==> src/csp_pkg.sv <==
package csp_pkg;

	// ****************************************************
	// Channel bundle layout
	// ****************************************************
	localparam int DATA_W = 8;
	localparam int CH_W   = 11;
	localparam int CH_FLAG = 0;
	localparam int CH_FS   = 1;
	localparam int CH_CK   = 2;
	localparam int CH_DAT  = 3;

	// ****************************************************
	// Frame geometry
	// ****************************************************
	localparam int SLOTS  = 8;
	localparam int SLOT_W = 3;

	// ****************************************************
	// Register offsets (byte addresses)
	// ****************************************************
	localparam logic [7:0] OFS_DROP   = 8'h00;
	localparam logic [7:0] OFS_SPACE  = 8'h04;
	localparam logic [7:0] OFS_STATUS = 8'h08;
	localparam logic [7:0] OFS_ISTAT  = 8'h0c;
	localparam logic [7:0] OFS_IEN    = 8'h10;
	localparam logic [7:0] OFS_ICLR   = 8'h14;

	// ****************************************************
	// Fields and reset values
	// ****************************************************
	localparam int DROP_SRC_BIT = 8;
	localparam int SPC0_LSB     = 0;
	localparam int SPC1_LSB     = 2;
	localparam int ST_PSS       = 0;
	localparam int ST_SSF_A     = 1;
	localparam int ST_SSF_B     = 2;
	localparam int ST_CAUSE     = 3;
	localparam int ST_FAULT     = 4;
	localparam int EV_SWITCH    = 0;
	localparam int EV_FLT_SET   = 1;
	localparam int EV_FLT_CLR   = 2;
	localparam int EV_W         = 3;
	localparam logic [8:0] DROP_RST  = 9'h000;
	localparam logic [3:0] SPACE_RST = 4'h0;

	// Space map source codes.
	localparam logic [1:0] SRC_NONE  = 2'h0;
	localparam logic [1:0] SRC_PLAIN = 2'h1;
	localparam logic [1:0] SRC_PROT  = 2'h2;

	// ****************************************************
	// Timing
	// ****************************************************
	localparam longint CLK_HZ      = 100000000;
	localparam longint FLT_SET_MS  = 2500;
	localparam longint FLT_CLR_MS  = 10000;
	localparam logic [31:0] FLT_SET_CYC =
		32'(FLT_SET_MS * (CLK_HZ / 1000));
	localparam logic [31:0] FLT_CLR_CYC =
		32'(FLT_CLR_MS * (CLK_HZ / 1000));

	typedef enum logic {PATH_A, PATH_B} csp_path_t;

endpackage

==> src/csp_switch.sv <==
`timescale 1ns/1ps
`default_nettype none
// How it works
// - Drop to local sink only in slots marked in drop_channel_map.
// - Each outgoing channel copies the source named in space_channel_map.
// - Two underlying paths A and B form one protected channel.
// - Transmit side sends two copies of the protected source to A and B.
// - A path without server_signal_fail may serve as active source.
// - Active fails, standby healthy: standby becomes active.
// - Forward data, clock, frame start, fail of the active path only.
// - Hold a switch state naming path A or B as active.
// - Show protection_switch_state continuously on an output.
// - Frames are whole numbers of slots on every channel.
// - Term source passes data, clock, supervision insert; fail becomes ssf.
// - Term sink raises trail_signal_fail_action from incoming ssf.
// - Term sink raises server_fail_cause from incoming ssf and reports it.
// - Fault after 2.5 s steady cause, cleared after 10 s steady absence.
module csp_switch
	import csp_pkg::*;
#(
	parameter logic [31:0] SET_CYC = FLT_SET_CYC,
	parameter logic [31:0] CLR_CYC = FLT_CLR_CYC
) (
	// Clock and reset.
	input  wire logic              ref_clk,
	input  wire logic              rst,
	// APB slave.
	input  wire logic              psel,
	input  wire logic              penable,
	input  wire logic              pwrite,
	input  wire logic [7:0]        paddr,
	input  wire logic [31:0]       pwdata,
	output logic      [31:0]       prdata,
	output logic                   pready,
	output logic                   pslverr,
	output logic                   irq,
	// Underlying receive path A.
	input  wire logic [DATA_W-1:0] a_data,
	input  wire logic              a_ck,
	input  wire logic              a_fs,
	input  wire logic              a_ssf,
	// Underlying receive path B.
	input  wire logic [DATA_W-1:0] b_data,
	input  wire logic              b_ck,
	input  wire logic              b_fs,
	input  wire logic              b_ssf,
	// Plain incoming channel.
	input  wire logic [DATA_W-1:0] x_data,
	input  wire logic              x_ck,
	input  wire logic              x_fs,
	input  wire logic              x_ssf,
	// Local channel-1 term source input.
	input  wire logic [DATA_W-1:0] src_data,
	input  wire logic              src_ck,
	input  wire logic              src_psi,
	input  wire logic              src_tsf,
	// Transmit copies toward paths A and B.
	output logic      [DATA_W-1:0] tx_a_data,
	output logic                   tx_a_ck,
	output logic                   tx_a_psi,
	output logic                   tx_a_ssf,
	output logic      [DATA_W-1:0] tx_b_data,
	output logic                   tx_b_ck,
	output logic                   tx_b_psi,
	output logic                   tx_b_ssf,
	// Outgoing space-switched channels.
	output logic      [DATA_W-1:0] out0_data,
	output logic                   out0_ck,
	output logic                   out0_fs,
	output logic                   out0_ssf,
	output logic      [DATA_W-1:0] out1_data,
	output logic                   out1_ck,
	output logic                   out1_fs,
	output logic                   out1_ssf,
	// Dropped channel toward the local sink.
	output logic      [DATA_W-1:0] drop_data,
	output logic                   drop_ck,
	output logic                   drop_fs,
	output logic                   drop_tsf,
	output logic                   drop_slot_hit,
	// Management outputs.
	output logic                   trail_signal_fail_action,
	output logic                   server_fail_cause,
	output logic                   server_fail_fault,
	output logic                   protection_switch_state
);

	// ****************************************************
	// Input resynchronisation
	// ****************************************************
	logic [CH_W-1:0] ch_a;
	logic [CH_W-1:0] ch_b;
	logic [CH_W-1:0] ch_x;
	logic [CH_W-1:0] ch_s;
	logic            rise_a;
	logic            rise_b;
	logic            rise_x;

	csp_chan_rx u_rx_a (
		.ref_clk (ref_clk),
		.rst     (rst),
		.pin_data(a_data),
		.pin_ck  (a_ck),
		.pin_fs  (a_fs),
		.pin_flag(a_ssf),
		.chan    (ch_a),
		.ck_rise (rise_a)
	);

	csp_chan_rx u_rx_b (
		.ref_clk (ref_clk),
		.rst     (rst),
		.pin_data(b_data),
		.pin_ck  (b_ck),
		.pin_fs  (b_fs),
		.pin_flag(b_ssf),
		.chan    (ch_b),
		.ck_rise (rise_b)
	);

	csp_chan_rx u_rx_x (
		.ref_clk (ref_clk),
		.rst     (rst),
		.pin_data(x_data),
		.pin_ck  (x_ck),
		.pin_fs  (x_fs),
		.pin_flag(x_ssf),
		.chan    (ch_x),
		.ck_rise (rise_x)
	);

	// The source side carries supervision insert in the frame slot.
	csp_chan_rx u_rx_s (
		.ref_clk (ref_clk),
		.rst     (rst),
		.pin_data(src_data),
		.pin_ck  (src_ck),
		.pin_fs  (src_psi),
		.pin_flag(src_tsf),
		.chan    (ch_s),
		.ck_rise ()
	);

	// ****************************************************
	// Protection switch
	// ****************************************************
	csp_path_t       act_reg;
	logic [CH_W-1:0] ch_p;
	logic            rise_p;
	logic            sw_evt;
	logic            act_bad;
	logic            stby_bad;

	assign act_bad  = (act_reg == PATH_A) ? ch_a[CH_FLAG] : ch_b[CH_FLAG];
	assign stby_bad = (act_reg == PATH_A) ? ch_b[CH_FLAG] : ch_a[CH_FLAG];
	// A healthy standby is always acceptable, so a failed active moves.
	assign sw_evt   = act_bad & ~stby_bad;

	// Path A after reset; both failing leaves the choice alone.
	always_ff @(posedge ref_clk) begin
		if (rst) begin
			act_reg <= PATH_A;
		end else if (sw_evt) begin
			act_reg <= (act_reg == PATH_A) ? PATH_B : PATH_A;
		end
	end

	// Only the active path reaches the protected channel.
	assign ch_p   = (act_reg == PATH_A) ? ch_a : ch_b;
	assign rise_p = (act_reg == PATH_A) ? rise_a : rise_b;

	// ****************************************************
	// Registers
	// ****************************************************
	logic [8:0]      drop_reg;
	logic [3:0]      space_reg;
	logic [EV_W-1:0] istat_reg;
	logic [EV_W-1:0] ien_reg;
	logic [31:0]     prdata_reg;
	logic            pready_reg;
	logic            pslverr_reg;
	logic            wr_acc;
	logic            setup;
	logic            mapped;
	logic [EV_W-1:0] ev;
	logic [EV_W-1:0] clr;
	logic            fault;
	logic            cause_reg;

	assign setup  = psel & ~penable & ~pready_reg;
	assign wr_acc = psel & penable & pready_reg & pwrite;
	assign mapped = (paddr == OFS_DROP) || (paddr == OFS_SPACE) ||
		(paddr == OFS_STATUS) || (paddr == OFS_ISTAT) ||
		(paddr == OFS_IEN) || (paddr == OFS_ICLR);

	// Answer comes in the first access cycle; no wait states.
	always_ff @(posedge ref_clk) begin
		if (rst) begin
			pready_reg  <= 1'b0;
			pslverr_reg <= 1'b0;
		end else begin
			pready_reg  <= setup;
			pslverr_reg <= setup & ~mapped;
		end
	end

	// Read data is sampled in the setup cycle so it leaves a flop.
	always_ff @(posedge ref_clk) begin
		if (rst) begin
			prdata_reg <= '0;
		end else if (setup && !pwrite) begin
			case (paddr)
			OFS_DROP:   prdata_reg <= {23'h0, drop_reg};
			OFS_SPACE:  prdata_reg <= {28'h0, space_reg};
			OFS_STATUS: prdata_reg <= {27'h0, fault, cause_reg,
				ch_b[CH_FLAG], ch_a[CH_FLAG], act_reg == PATH_B};
			OFS_ISTAT:  prdata_reg <= {29'h0, istat_reg};
			OFS_IEN:    prdata_reg <= {29'h0, ien_reg};
			default:    prdata_reg <= '0;
			endcase
		end
	end

	// Map and enable registers steer the switch and the interrupt.
	always_ff @(posedge ref_clk) begin
		if (rst) begin
			drop_reg  <= DROP_RST;
			space_reg <= SPACE_RST;
			ien_reg   <= '0;
		end else if (wr_acc) begin
			if (paddr == OFS_DROP)
				drop_reg <= pwdata[8:0];
			if (paddr == OFS_SPACE)
				space_reg <= pwdata[3:0];
			if (paddr == OFS_IEN)
				ien_reg <= pwdata[EV_W-1:0];
		end
	end

	// ****************************************************
	// Interrupts
	// ****************************************************
	logic fault_d_reg;
	logic irq_reg;

	always_ff @(posedge ref_clk) begin
		if (rst) begin
			fault_d_reg <= 1'b0;
		end else begin
			fault_d_reg <= fault;
		end
	end

	assign ev[EV_SWITCH]  = sw_evt;
	assign ev[EV_FLT_SET] = fault & ~fault_d_reg;
	assign ev[EV_FLT_CLR] = ~fault & fault_d_reg;
	assign clr = (wr_acc && paddr == OFS_ICLR) ? pwdata[EV_W-1:0] : '0;

	// A new event in the clearing cycle survives the clear.
	always_ff @(posedge ref_clk) begin
		if (rst) begin
			istat_reg <= '0;
		end else begin
			istat_reg <= (istat_reg & ~clr) | ev;
		end
	end

	always_ff @(posedge ref_clk) begin
		if (rst) begin
			irq_reg <= 1'b0;
		end else begin
			irq_reg <= |(((istat_reg & ~clr) | ev) & ien_reg);
		end
	end

	// ****************************************************
	// Space switching
	// ****************************************************
	// Unused outputs carry no data and flag a server failure.
	function automatic logic [CH_W-1:0] pick(
		input logic [1:0]      code,
		input logic [CH_W-1:0] plain,
		input logic [CH_W-1:0] prot
	);
		case (code)
		SRC_PLAIN: pick = plain;
		SRC_PROT:  pick = prot;
		default:   pick = {{(CH_W-1){1'b0}}, 1'b1};
		endcase
	endfunction

	logic [CH_W-1:0] o0_reg;
	logic [CH_W-1:0] o1_reg;

	always_ff @(posedge ref_clk) begin
		if (rst) begin
			o0_reg <= '0;
			o1_reg <= '0;
		end else begin
			o0_reg <= pick(space_reg[SPC0_LSB+:2], ch_x, ch_p);
			o1_reg <= pick(space_reg[SPC1_LSB+:2], ch_x, ch_p);
		end
	end

	// ****************************************************
	// Drop switching
	// ****************************************************
	logic [CH_W-1:0]   dsrc;
	logic              drise;
	logic [SLOT_W-1:0] slot_reg;
	logic [CH_W-1:0]   drop_reg_q;
	logic              hit_reg;
	logic              slot_on;

	assign dsrc  = drop_reg[DROP_SRC_BIT] ? ch_p : ch_x;
	assign drise = drop_reg[DROP_SRC_BIT] ? rise_p : rise_x;
	assign slot_on = drop_reg[dsrc[CH_FS] ? SLOT_W'(0) : slot_reg];

	// Slot index counts data clock edges; the frame start marks slot 0
	// and the count wraps, since frames hold whole slots only.
	always_ff @(posedge ref_clk) begin
		if (rst) begin
			slot_reg <= '0;
		end else if (drise) begin
			if (dsrc[CH_FS])
				slot_reg <= SLOT_W'(1);
			else
				slot_reg <= slot_reg + SLOT_W'(1);
		end
	end

	// Data is caught at the slot's clock edge, so no later word leaks in.
	always_ff @(posedge ref_clk) begin
		if (rst) begin
			drop_reg_q <= '0;
			hit_reg    <= 1'b0;
		end else begin
			drop_reg_q[CH_FLAG+:3] <= dsrc[CH_FLAG+:3];
			if (drise) begin
				hit_reg <= slot_on;
				drop_reg_q[CH_DAT+:DATA_W] <= slot_on ?
					dsrc[CH_DAT+:DATA_W] : '0;
			end
		end
	end

	// ****************************************************
	// Channel-1 termination
	// ****************************************************
	logic tsf_reg;
	logic [CH_W-1:0] tx_reg;

	// Incoming server failure drives both action and cause.
	always_ff @(posedge ref_clk) begin
		if (rst) begin
			tsf_reg   <= 1'b0;
			cause_reg <= 1'b0;
		end else begin
			tsf_reg   <= dsrc[CH_FLAG];
			cause_reg <= dsrc[CH_FLAG];
		end
	end

	csp_fault_timer #(
		.SET_CYC(SET_CYC),
		.CLR_CYC(CLR_CYC)
	) u_fault (
		.ref_clk(ref_clk),
		.rst    (rst),
		.cause  (cause_reg),
		.fault  (fault)
	);

	// Source pass-through, copied to both paths.
	always_ff @(posedge ref_clk) begin
		if (rst) begin
			tx_reg <= '0;
		end else begin
			tx_reg <= ch_s;
		end
	end

	// ****************************************************
	// Output mapping
	// ****************************************************
	logic pss_reg;
	logic fault_q_reg;

	always_ff @(posedge ref_clk) begin
		if (rst) begin
			pss_reg     <= 1'b0;
			fault_q_reg <= 1'b0;
		end else begin
			pss_reg     <= (act_reg == PATH_B);
			fault_q_reg <= fault;
		end
	end

	assign prdata    = prdata_reg;
	assign pready    = pready_reg;
	assign pslverr   = pslverr_reg;
	assign irq       = irq_reg;
	assign tx_a_data = tx_reg[CH_DAT+:DATA_W];
	assign tx_a_ck   = tx_reg[CH_CK];
	assign tx_a_psi  = tx_reg[CH_FS];
	assign tx_a_ssf  = tx_reg[CH_FLAG];
	assign tx_b_data = tx_reg[CH_DAT+:DATA_W];
	assign tx_b_ck   = tx_reg[CH_CK];
	assign tx_b_psi  = tx_reg[CH_FS];
	assign tx_b_ssf  = tx_reg[CH_FLAG];
	assign out0_data = o0_reg[CH_DAT+:DATA_W];
	assign out0_ck   = o0_reg[CH_CK];
	assign out0_fs   = o0_reg[CH_FS];
	assign out0_ssf  = o0_reg[CH_FLAG];
	assign out1_data = o1_reg[CH_DAT+:DATA_W];
	assign out1_ck   = o1_reg[CH_CK];
	assign out1_fs   = o1_reg[CH_FS];
	assign out1_ssf  = o1_reg[CH_FLAG];
	assign drop_data = drop_reg_q[CH_DAT+:DATA_W];
	assign drop_ck   = drop_reg_q[CH_CK];
	assign drop_fs   = drop_reg_q[CH_FS];
	assign drop_tsf  = tsf_reg;
	assign drop_slot_hit            = hit_reg;
	assign trail_signal_fail_action = tsf_reg;
	assign server_fail_cause        = cause_reg;
	assign server_fail_fault        = fault_q_reg;
	assign protection_switch_state  = pss_reg;

endmodule
`default_nettype wire

==> src/csp_chan_rx.sv <==
`timescale 1ns/1ps
`default_nettype none
module csp_chan_rx
	import csp_pkg::*;
(
	// Clock and reset.
	input  wire logic              ref_clk,
	input  wire logic              rst,
	// Channel pins from the foreign clock.
	input  wire logic [DATA_W-1:0] pin_data,
	input  wire logic              pin_ck,
	input  wire logic              pin_fs,
	input  wire logic              pin_flag,
	// Resynchronised bundle and data clock edge.
	output logic      [CH_W-1:0]   chan,
	output logic                   ck_rise
);

	logic [CH_W-1:0] s1_reg;
	logic [CH_W-1:0] s2_reg;
	logic            ck_d_reg;

	// Two stages on every pin; only the second stage is looked at.
	always_ff @(posedge ref_clk) begin
		if (rst) begin
			s1_reg <= '0;
			s2_reg <= '0;
		end else begin
			s1_reg <= {pin_data, pin_ck, pin_fs, pin_flag};
			s2_reg <= s1_reg;
		end
	end

	// Edge finder on the settled copy of the data clock.
	always_ff @(posedge ref_clk) begin
		if (rst) begin
			ck_d_reg <= 1'b0;
		end else begin
			ck_d_reg <= s2_reg[CH_CK];
		end
	end

	assign chan    = s2_reg;
	assign ck_rise = s2_reg[CH_CK] & ~ck_d_reg;

endmodule
`default_nettype wire

==> src/csp_fault_timer.sv <==
`timescale 1ns/1ps
`default_nettype none
module csp_fault_timer
	import csp_pkg::*;
#(
	parameter logic [31:0] SET_CYC = FLT_SET_CYC,
	parameter logic [31:0] CLR_CYC = FLT_CLR_CYC
) (
	// Clock and reset.
	input  wire logic ref_clk,
	input  wire logic rst,
	// Cause in, integrated fault out.
	input  wire logic cause,
	output logic      fault
);

	logic [31:0] cnt_reg;
	logic        fault_reg;

	// The counter measures how long the cause has disagreed with the
	// fault; any agreement restarts it, so only a steady cause counts.
	always_ff @(posedge ref_clk) begin
		if (rst) begin
			cnt_reg   <= '0;
			fault_reg <= 1'b0;
		end else if (cause == fault_reg) begin
			cnt_reg <= '0;
		end else if (cause && cnt_reg >= SET_CYC - 32'h1) begin
			cnt_reg   <= '0;
			fault_reg <= 1'b1;
		end else if (!cause && cnt_reg >= CLR_CYC - 32'h1) begin
			cnt_reg   <= '0;
			fault_reg <= 1'b0;
		end else begin
			cnt_reg <= cnt_reg + 32'h1;
		end
	end

	assign fault = fault_reg;

endmodule
`default_nettype wire

==> config.mk <==
export PLATFORM = sky130hd
export DESIGN_NAME = csp_switch
export DESIGN_NICKNAME = d
export VERILOG_FILES = /design/src/csp_pkg.sv /design/src/csp_switch.sv /design/src/csp_chan_rx.sv /design/src/csp_fault_timer.sv
export SDC_FILE = /design/constraint.sdc
export NUM_CORES = 1
export LEC_CHECK = 0
export CAP_MARGIN = 20
export CORE_MARGIN = 2
export CORE_UTILIZATION = 30
export CTS_CLUSTER_DIAMETER = 80
export DETAILED_ROUTE_END_ITERATION = 8
export DONT_BUFFER_PORTS = 1
export SKIP_CTS_REPAIR_TIMING = 1
export SYNTH_ARGS = -nofsm -noshare
export SYNTH_HDL_FRONTEND = slang
export SYNTH_SLANG_ARGS = --single-unit
==> constraint.sdc <==
create_clock -name ref_clk -period 1.82 [get_ports ref_clk]
set_input_delay 0.273 -clock ref_clk [delete_from_list [all_inputs] [get_ports ref_clk]]
set_output_delay 0.273 -clock ref_clk [all_outputs]
set_load 0.02 [all_outputs]
==> results of run 1 <==
-- how the worst min path moves through the flow --
stage	from	endpoint
after global routing	paddr[2]	prdata[3]$_SDFFE_PP0P_
final	pwdata[2]	istat_reg[2]$_SDFF_PP0_
after detailed placement	rst	act_reg$_SDFFE_PP0P_
after floorplan	rst	server_fail_fault$_SDFF_PP0_
after global placement	rst	drop_reg[6]$_SDFFE_PP0P_
after CTS	rst	prdata[3]$_SDFFE_PP0P_
-- critical path: stages (launching register included) --
cell and delay [ps]:
dfxtp_2 330, or4b_4 520, or4_1 470, a211o_1 290, nand4_4 170, clkbuf_16 180
a21oi_1 60
-- where the power goes --
part | switching, W | internal (W)
Sequential | 0.0000772 | 0.00463
Combinational | 0.000196 | 0.000263
Clock | 0.00195 | 0.00274
-- cell families after synthesis --
family | count (synthesis) | share of synthesized area [%]
DFF | 206 | 53.5
other | 1 | 0.0486
adders and majority gates | 6 | 0.974
and+or+nand+nor | 299 | 21.3
muxes | 30 | 4.74
AOI/OAI and AO/OA | 121 | 9.78
buffers and inverters | 92 | 6.59
xor gates and xnor gates | 27 | 3.07
-- per-layer routing --
| metal | wire (um) | global-route usage [%] |
|---|---|---|
| met1 | 8600 | 16.8 |
| met2 | 8790 | 18.8 |
| met3 | 1030 | 2.90 |
| met4 | 439 | 3.75 |
| met5 | 0 | 0 |
-- metrics by stage --
stage / setup TNS [ps] / area, um2 / total power (W) / util, %
floorplan: -6010 / 7850 / 0.00507 / -
global placement: -8260 / 8200 / 0.00505 / 32.6
detailed placement: -9470 / 8200 / 0.00505 / 32.6
CTS: -9340 / 9000 / 0.00978 / 35.7
global route: -10900 / 10200 / 0.0102 / 40.7
finish: -8840 / 10200 / 0.00985 / 40.7
-- synth_stat cells (all sizes together) (2+ instances only) --
| cell | instances | area [um2] |
|---|---|---|
| a211o | 2 | 17.5 |
| a211oi | 5 | 37.5 |
| a21boi | 2 | 15.0 |
| a21oi | 51 | 255 |
| a221oi | 2 | 17.5 |
| a22oi | 30 | 225 |
| a311oi | 3 | 26.3 |
| and3 | 10 | 62.6 |
| and4 | 3 | 26.3 |
| buf | 48 | 343 |
| clkbuf | 32 | 120 |
| dfxtp | 206 | 4120 |
| ha | 6 | 75.1 |
| inv | 12 | 45.0 |
| mux2 | 12 | 135 |
| mux2i | 14 | 140 |
| mux4 | 4 | 90.1 |
| nand2 | 49 | 184 |
| nand2b | 5 | 31.3 |
| nand3 | 16 | 80.1 |
| nand3b | 3 | 22.5 |
| nand4 | 9 | 62.6 |
| nor2 | 48 | 180 |
| nor2b | 109 | 682 |
| nor3 | 15 | 85.1 |
| nor3b | 2 | 15.0 |
| nor4 | 11 | 68.8 |
| nor4b | 2 | 17.5 |
| o211ai | 2 | 15.0 |
| o21ai | 17 | 85.1 |
| or2 | 5 | 31.3 |
| or3 | 3 | 18.8 |
| or4 | 3 | 22.5 |
| xnor2 | 21 | 184 |
| xor2 | 6 | 52.6 |
-- cell type report --
class	instances	area (um2)
inverter	12	45.0
clock inverter	12	131
tap	330	413
sequential	206	4130
timing repair buffer	167	1600
fill	2397	14900
multi-input combinational	508	3260
clock buffer	32	661
==> results_dict.tcl, run 1 <==
set metrics [dict create \
    status "finished, violations left" \
    violations "setup timing" \
    setup_slack_ps -309 \
    hp-class "in -> reg" \
    grt_overflow 0 \
    final-hold-violation-count 0 \
    end_kind "register" \
    powerDensity_nw_per_um2 962 \
    fin_nets 1014 \
    antenna_found_initial 1 \
    wl_per_cell_um 14.9 \
    cts_tree "built" \
    drive_gt1_share_pct 15.3 \
    cts.sinks 206 \
    setup_viol 32 \
    critPathKind "reg -> reg" \
    worstSkewPairLatency_ps 520 \
    critical_path.endpoint "u_fault.cnt_reg[10]$_SDFF_PP0_" \
    clk_path_buf_depth 3 \
    numCtsBuffers 24 \
    crit_fanout 11 \
    max_freq_ghz 0.470 \
    die_y_um 164 \
    ys.flop_type "dfxtp_1" \
    ys_ff_latch 206 \
    r2r_setup_slack_ps -310 \
    reg2reg_to "u_fault.cnt_reg[10]$_SDFF_PP0_" \
    mostFrequentLayoutCells "203 x dfxtp_1, 108 x nor2b_1, 108 x dlygate4sd3_1" \
    worst_setup_path_start_kind "register" \
    synth-seq-area-share_pct 53.5 \
    required_ps 2220 \
    power_leakage_nw 3.80 \
    layoutNonFillerInstCount 1267 \
    max-vdd-ir-drop_mv 0.824 \
    syn_area_um2 7710 \
    dr.pass1.iters 4 \
    grtUsageTotal_pct 12.2 \
    reg2regPathDepth 6 \
    maxCapViolCount 0 \
    pre_cts_slack_ps -310 \
    vias_per_cell 4.56 \
    skew_ps 24.1 \
    hold_depth 3 \
    num_antenna_cells 0 \
    rows 58 \
    dpl.cell_count 1111 \
    die_width_um 164 \
    clk_pin_slew_ps 60 \
    period_needed_ps 2130 \
    io_pins 184 \
    wirelength_mm 18.9 \
    finalCritPeriodShare_pct 117 \
    start_util_pct 30.6 \
    io_buffer_count 0 \
    largest_register_ffs 32 \
    root_buffer "clkbuf_16" \
    num_vias 5775 \
    slew_viol_final 0 \
    synthDistinctLibCells 55 \
    slew_headroom_pct 65.9 \
    avgSynthCellArea_um2 9.86 \
    yosys_warnings 0 \
    hpwl_mm 12.0 \
    reg2reg_from "u_fault.cnt_reg[30]$_SDFF_PP0_" \
    core_area_um2 25200 \
    rsz0062_at_grt "yes" \
    worst_pin_slew_ps 511 \
    cts-htree-levels 1 \
    initialDrtViolationCount 278 \
    cp.arrival_ps 2530 \
    grt_pass1_wl_mm 26.5 \
    gp_congestion 0.831 \
    startpoint "u_fault.cnt_reg[30]$_SDFF_PP0_" \
    hold-worst-slack_ps 13.8 \
    drtAntennaViolNets 0 \
    synthToLayoutAreaGrowth_pct 32.8 \
    grt_max_degree 151 \
    die-area_um2 27000 \
    synth_edf_count 0 \
    grt_pass1_vias 5044 \
    drc_errors 0 \
    async_flop_share_pct 0 \
    synth_cells 782 \
    layout_commonest_cell "dfxtp_1" \
]
No activity file was read; power rests on OpenSTA's default activity.
==> run 2: changes to the inputs <==
GPL_TIMING_DRIVEN = 0   (was not set)
==> results_dict.tcl, run 2 (synthesis results as in run 1) <==
set metrics [dict create \
    dr.pass1.iters 4 \
    max-vdd-ir-drop_mv 0.648 \
    clk_pin_slew_ps 60 \
    critPathKind "reg -> reg" \
    die_width_um 164 \
    hp-class "in -> reg" \
    slew_headroom_pct 50.3 \
    worstSkewPairLatency_ps 510 \
    drtAntennaViolNets 0 \
    clk_path_buf_depth 3 \
    max_freq_ghz 0.466 \
    layout_commonest_cell "dfxtp_1" \
    worst_pin_slew_ps 745 \
    path_cells "or4b_1 > or4_1 > a211o_1 > nand4_4 > buf_2 > a21oi_1" \
    multiInputGateArea_um2 3320 \
    status "finished, violations left" \
    crit_fanout 5 \
    placed_area_um2 8270 \
    required_ps 2200 \
    skew_ps 21.4 \
    grtUsageTotal_pct 13.1 \
    end_kind "register" \
    power_leakage_nw 3.55 \
    dpl.cell_count 1137 \
    worst_setup_path_start_kind "register" \
    wl_per_cell_um 15.3 \
    maxCapViolCount 0 \
    max_stage_delay_ps 500 \
    drc_errors 0 \
    start_util_pct 30.6 \
    cts_tree "built" \
    setup_viol 39 \
    vias_per_cell 4.52 \
    initialDrtViolationCount 300 \
    rows 58 \
    hold-worst-slack_ps 24.3 \
    gp_congestion 0.835 \
    core_area_um2 25200 \
    final-hold-violation-count 0 \
    num_vias 5631 \
    io_buffer_count 0 \
    die_y_um 164 \
    cp.arrival_ps 2520 \
    hpwl_mm 13.4 \
    grt_max_degree 14 \
    fin_nets 993 \
    pre_cts_slack_ps -381 \
    rsz0062_at_grt "yes" \
    grt_pass1_wl_mm 27.6 \
    slew_viol_final 0 \
    synthToLayoutAreaGrowth_pct 29.0 \
    powerDensity_nw_per_um2 1060 \
    total_power_w 0.0105 \
    grt_overflow 0 \
    nFillCells 2449 \
    drive_gt1_share_pct 16.1 \
    cts.sinks 206 \
    largest_register_ffs 32 \
    crit_family "simple AND/OR/NAND/NOR gates" \
    die-area_um2 27000 \
    numCtsBuffers 24 \
    root_buffer "clkbuf_16" \
    grt_pass1_vias 5082 \
    wirelength_mm 19.1 \
    fin_area_um2 9950 \
    period_needed_ps 2150 \
    layoutNonFillerInstCount 1247 \
    critPathBufInv 1 \
    finalCritPeriodShare_pct 118 \
    violations "setup timing" \
    setup_slack_ps -325 \
    antenna_found_initial 2 \
    io_pins 184 \
    seqCellArea_um2 4130 \
    cpMaxStageDelayCell "or4b_1" \
    cts-htree-levels 1 \
    mostFrequentLayoutCells "201 x dfxtp_1, 108 x nor2b_1, 56 x dlygate4sd3_1" \
]
## run 2: cell types whose count changed in the layout (fill, tap and decap cells not counted), sizes merged, moves of 2 or more
cell	change
bufinv	+5
diode	+2
clkinv	-3
clkbuf	+30
inv	-2
dlygate4sd3	-52
## run 2: cell type report
| type | count | area share (%) |
|---|---|---|
| Multi-Input combinational cell | 509 | 33.3 |
| Buffer | 76 | 4.82 |
| Inverter | 12 | 0.453 |
| Clock inverter | 11 | 2.16 |
| Timing Repair Buffer | 69 | 6.62 |
| Tap cell | 330 | 4.15 |
| Antenna cell | 2 | 0.0503 |
| Clock buffer | 32 | 6.86 |
| Sequential cell | 206 | 41.5 |
## run 2: power by group
group / internal [W] / leakage (nW) / total, W / switching [W]
clock network: 0.00348 / 0.424 / 0.00534 / 0.00186
registers: 0.00463 / 1.69 / 0.00469 / 0.0000677
logic: 0.000244 / 1.44 / 0.000486 / 0.000242
total: 0.00835 / 3.55 / 0.0105 / 0.00217
## run 2: path summary, 6_finish.rpt
kind	startpoint	endpoint	slack, ps	depth (start not counted)
max	u_fault.cnt_reg[18]$_SDFF_PP0_	u_fault.cnt_reg[0]$_SDFF_PP0_	-330	6
min	paddr[1]	prdata[3]$_SDFFE_PP0P_	20	3
max reg2reg	u_fault.cnt_reg[18]$_SDFF_PP0_	u_fault.cnt_reg[0]$_SDFF_PP0_	-330	6
min reg2reg	u_rx_x.s1_reg[2]$_SDFF_PP0_	u_rx_x.chan[2]$_SDFF_PP0_	420	1
## run 2: per-layer routing
layer  vias to the layer above  share of wire, %  wire (um)  global-route usage [%]
li1                       2839                 -          -                       -
met5                         -                 0          0                       0
met4                         0               2.2        420                    3.67
met1                      2608                45       8630                    16.8
met3                        32               6.0       1140                    4.34
met2                       152                47       8930                    20.8
## run 2: per-stage QoR
| step | utilization (%) | setup TNS [ps] |
|---|---|---|
| after global routing | 39.5 | -11600 |
| after floorplan | - | -6010 |
| final | 39.5 | -9720 |
| after CTS | 36.4 | -15980 |
| after detailed placement | 32.8 | -17080 |
| after global placement | 32.8 | -16920 |
## run 2: tightest hold or removal path: stages
cell and delay, ps:
nor3_2 70, nand3_1 80, a21oi_1 60
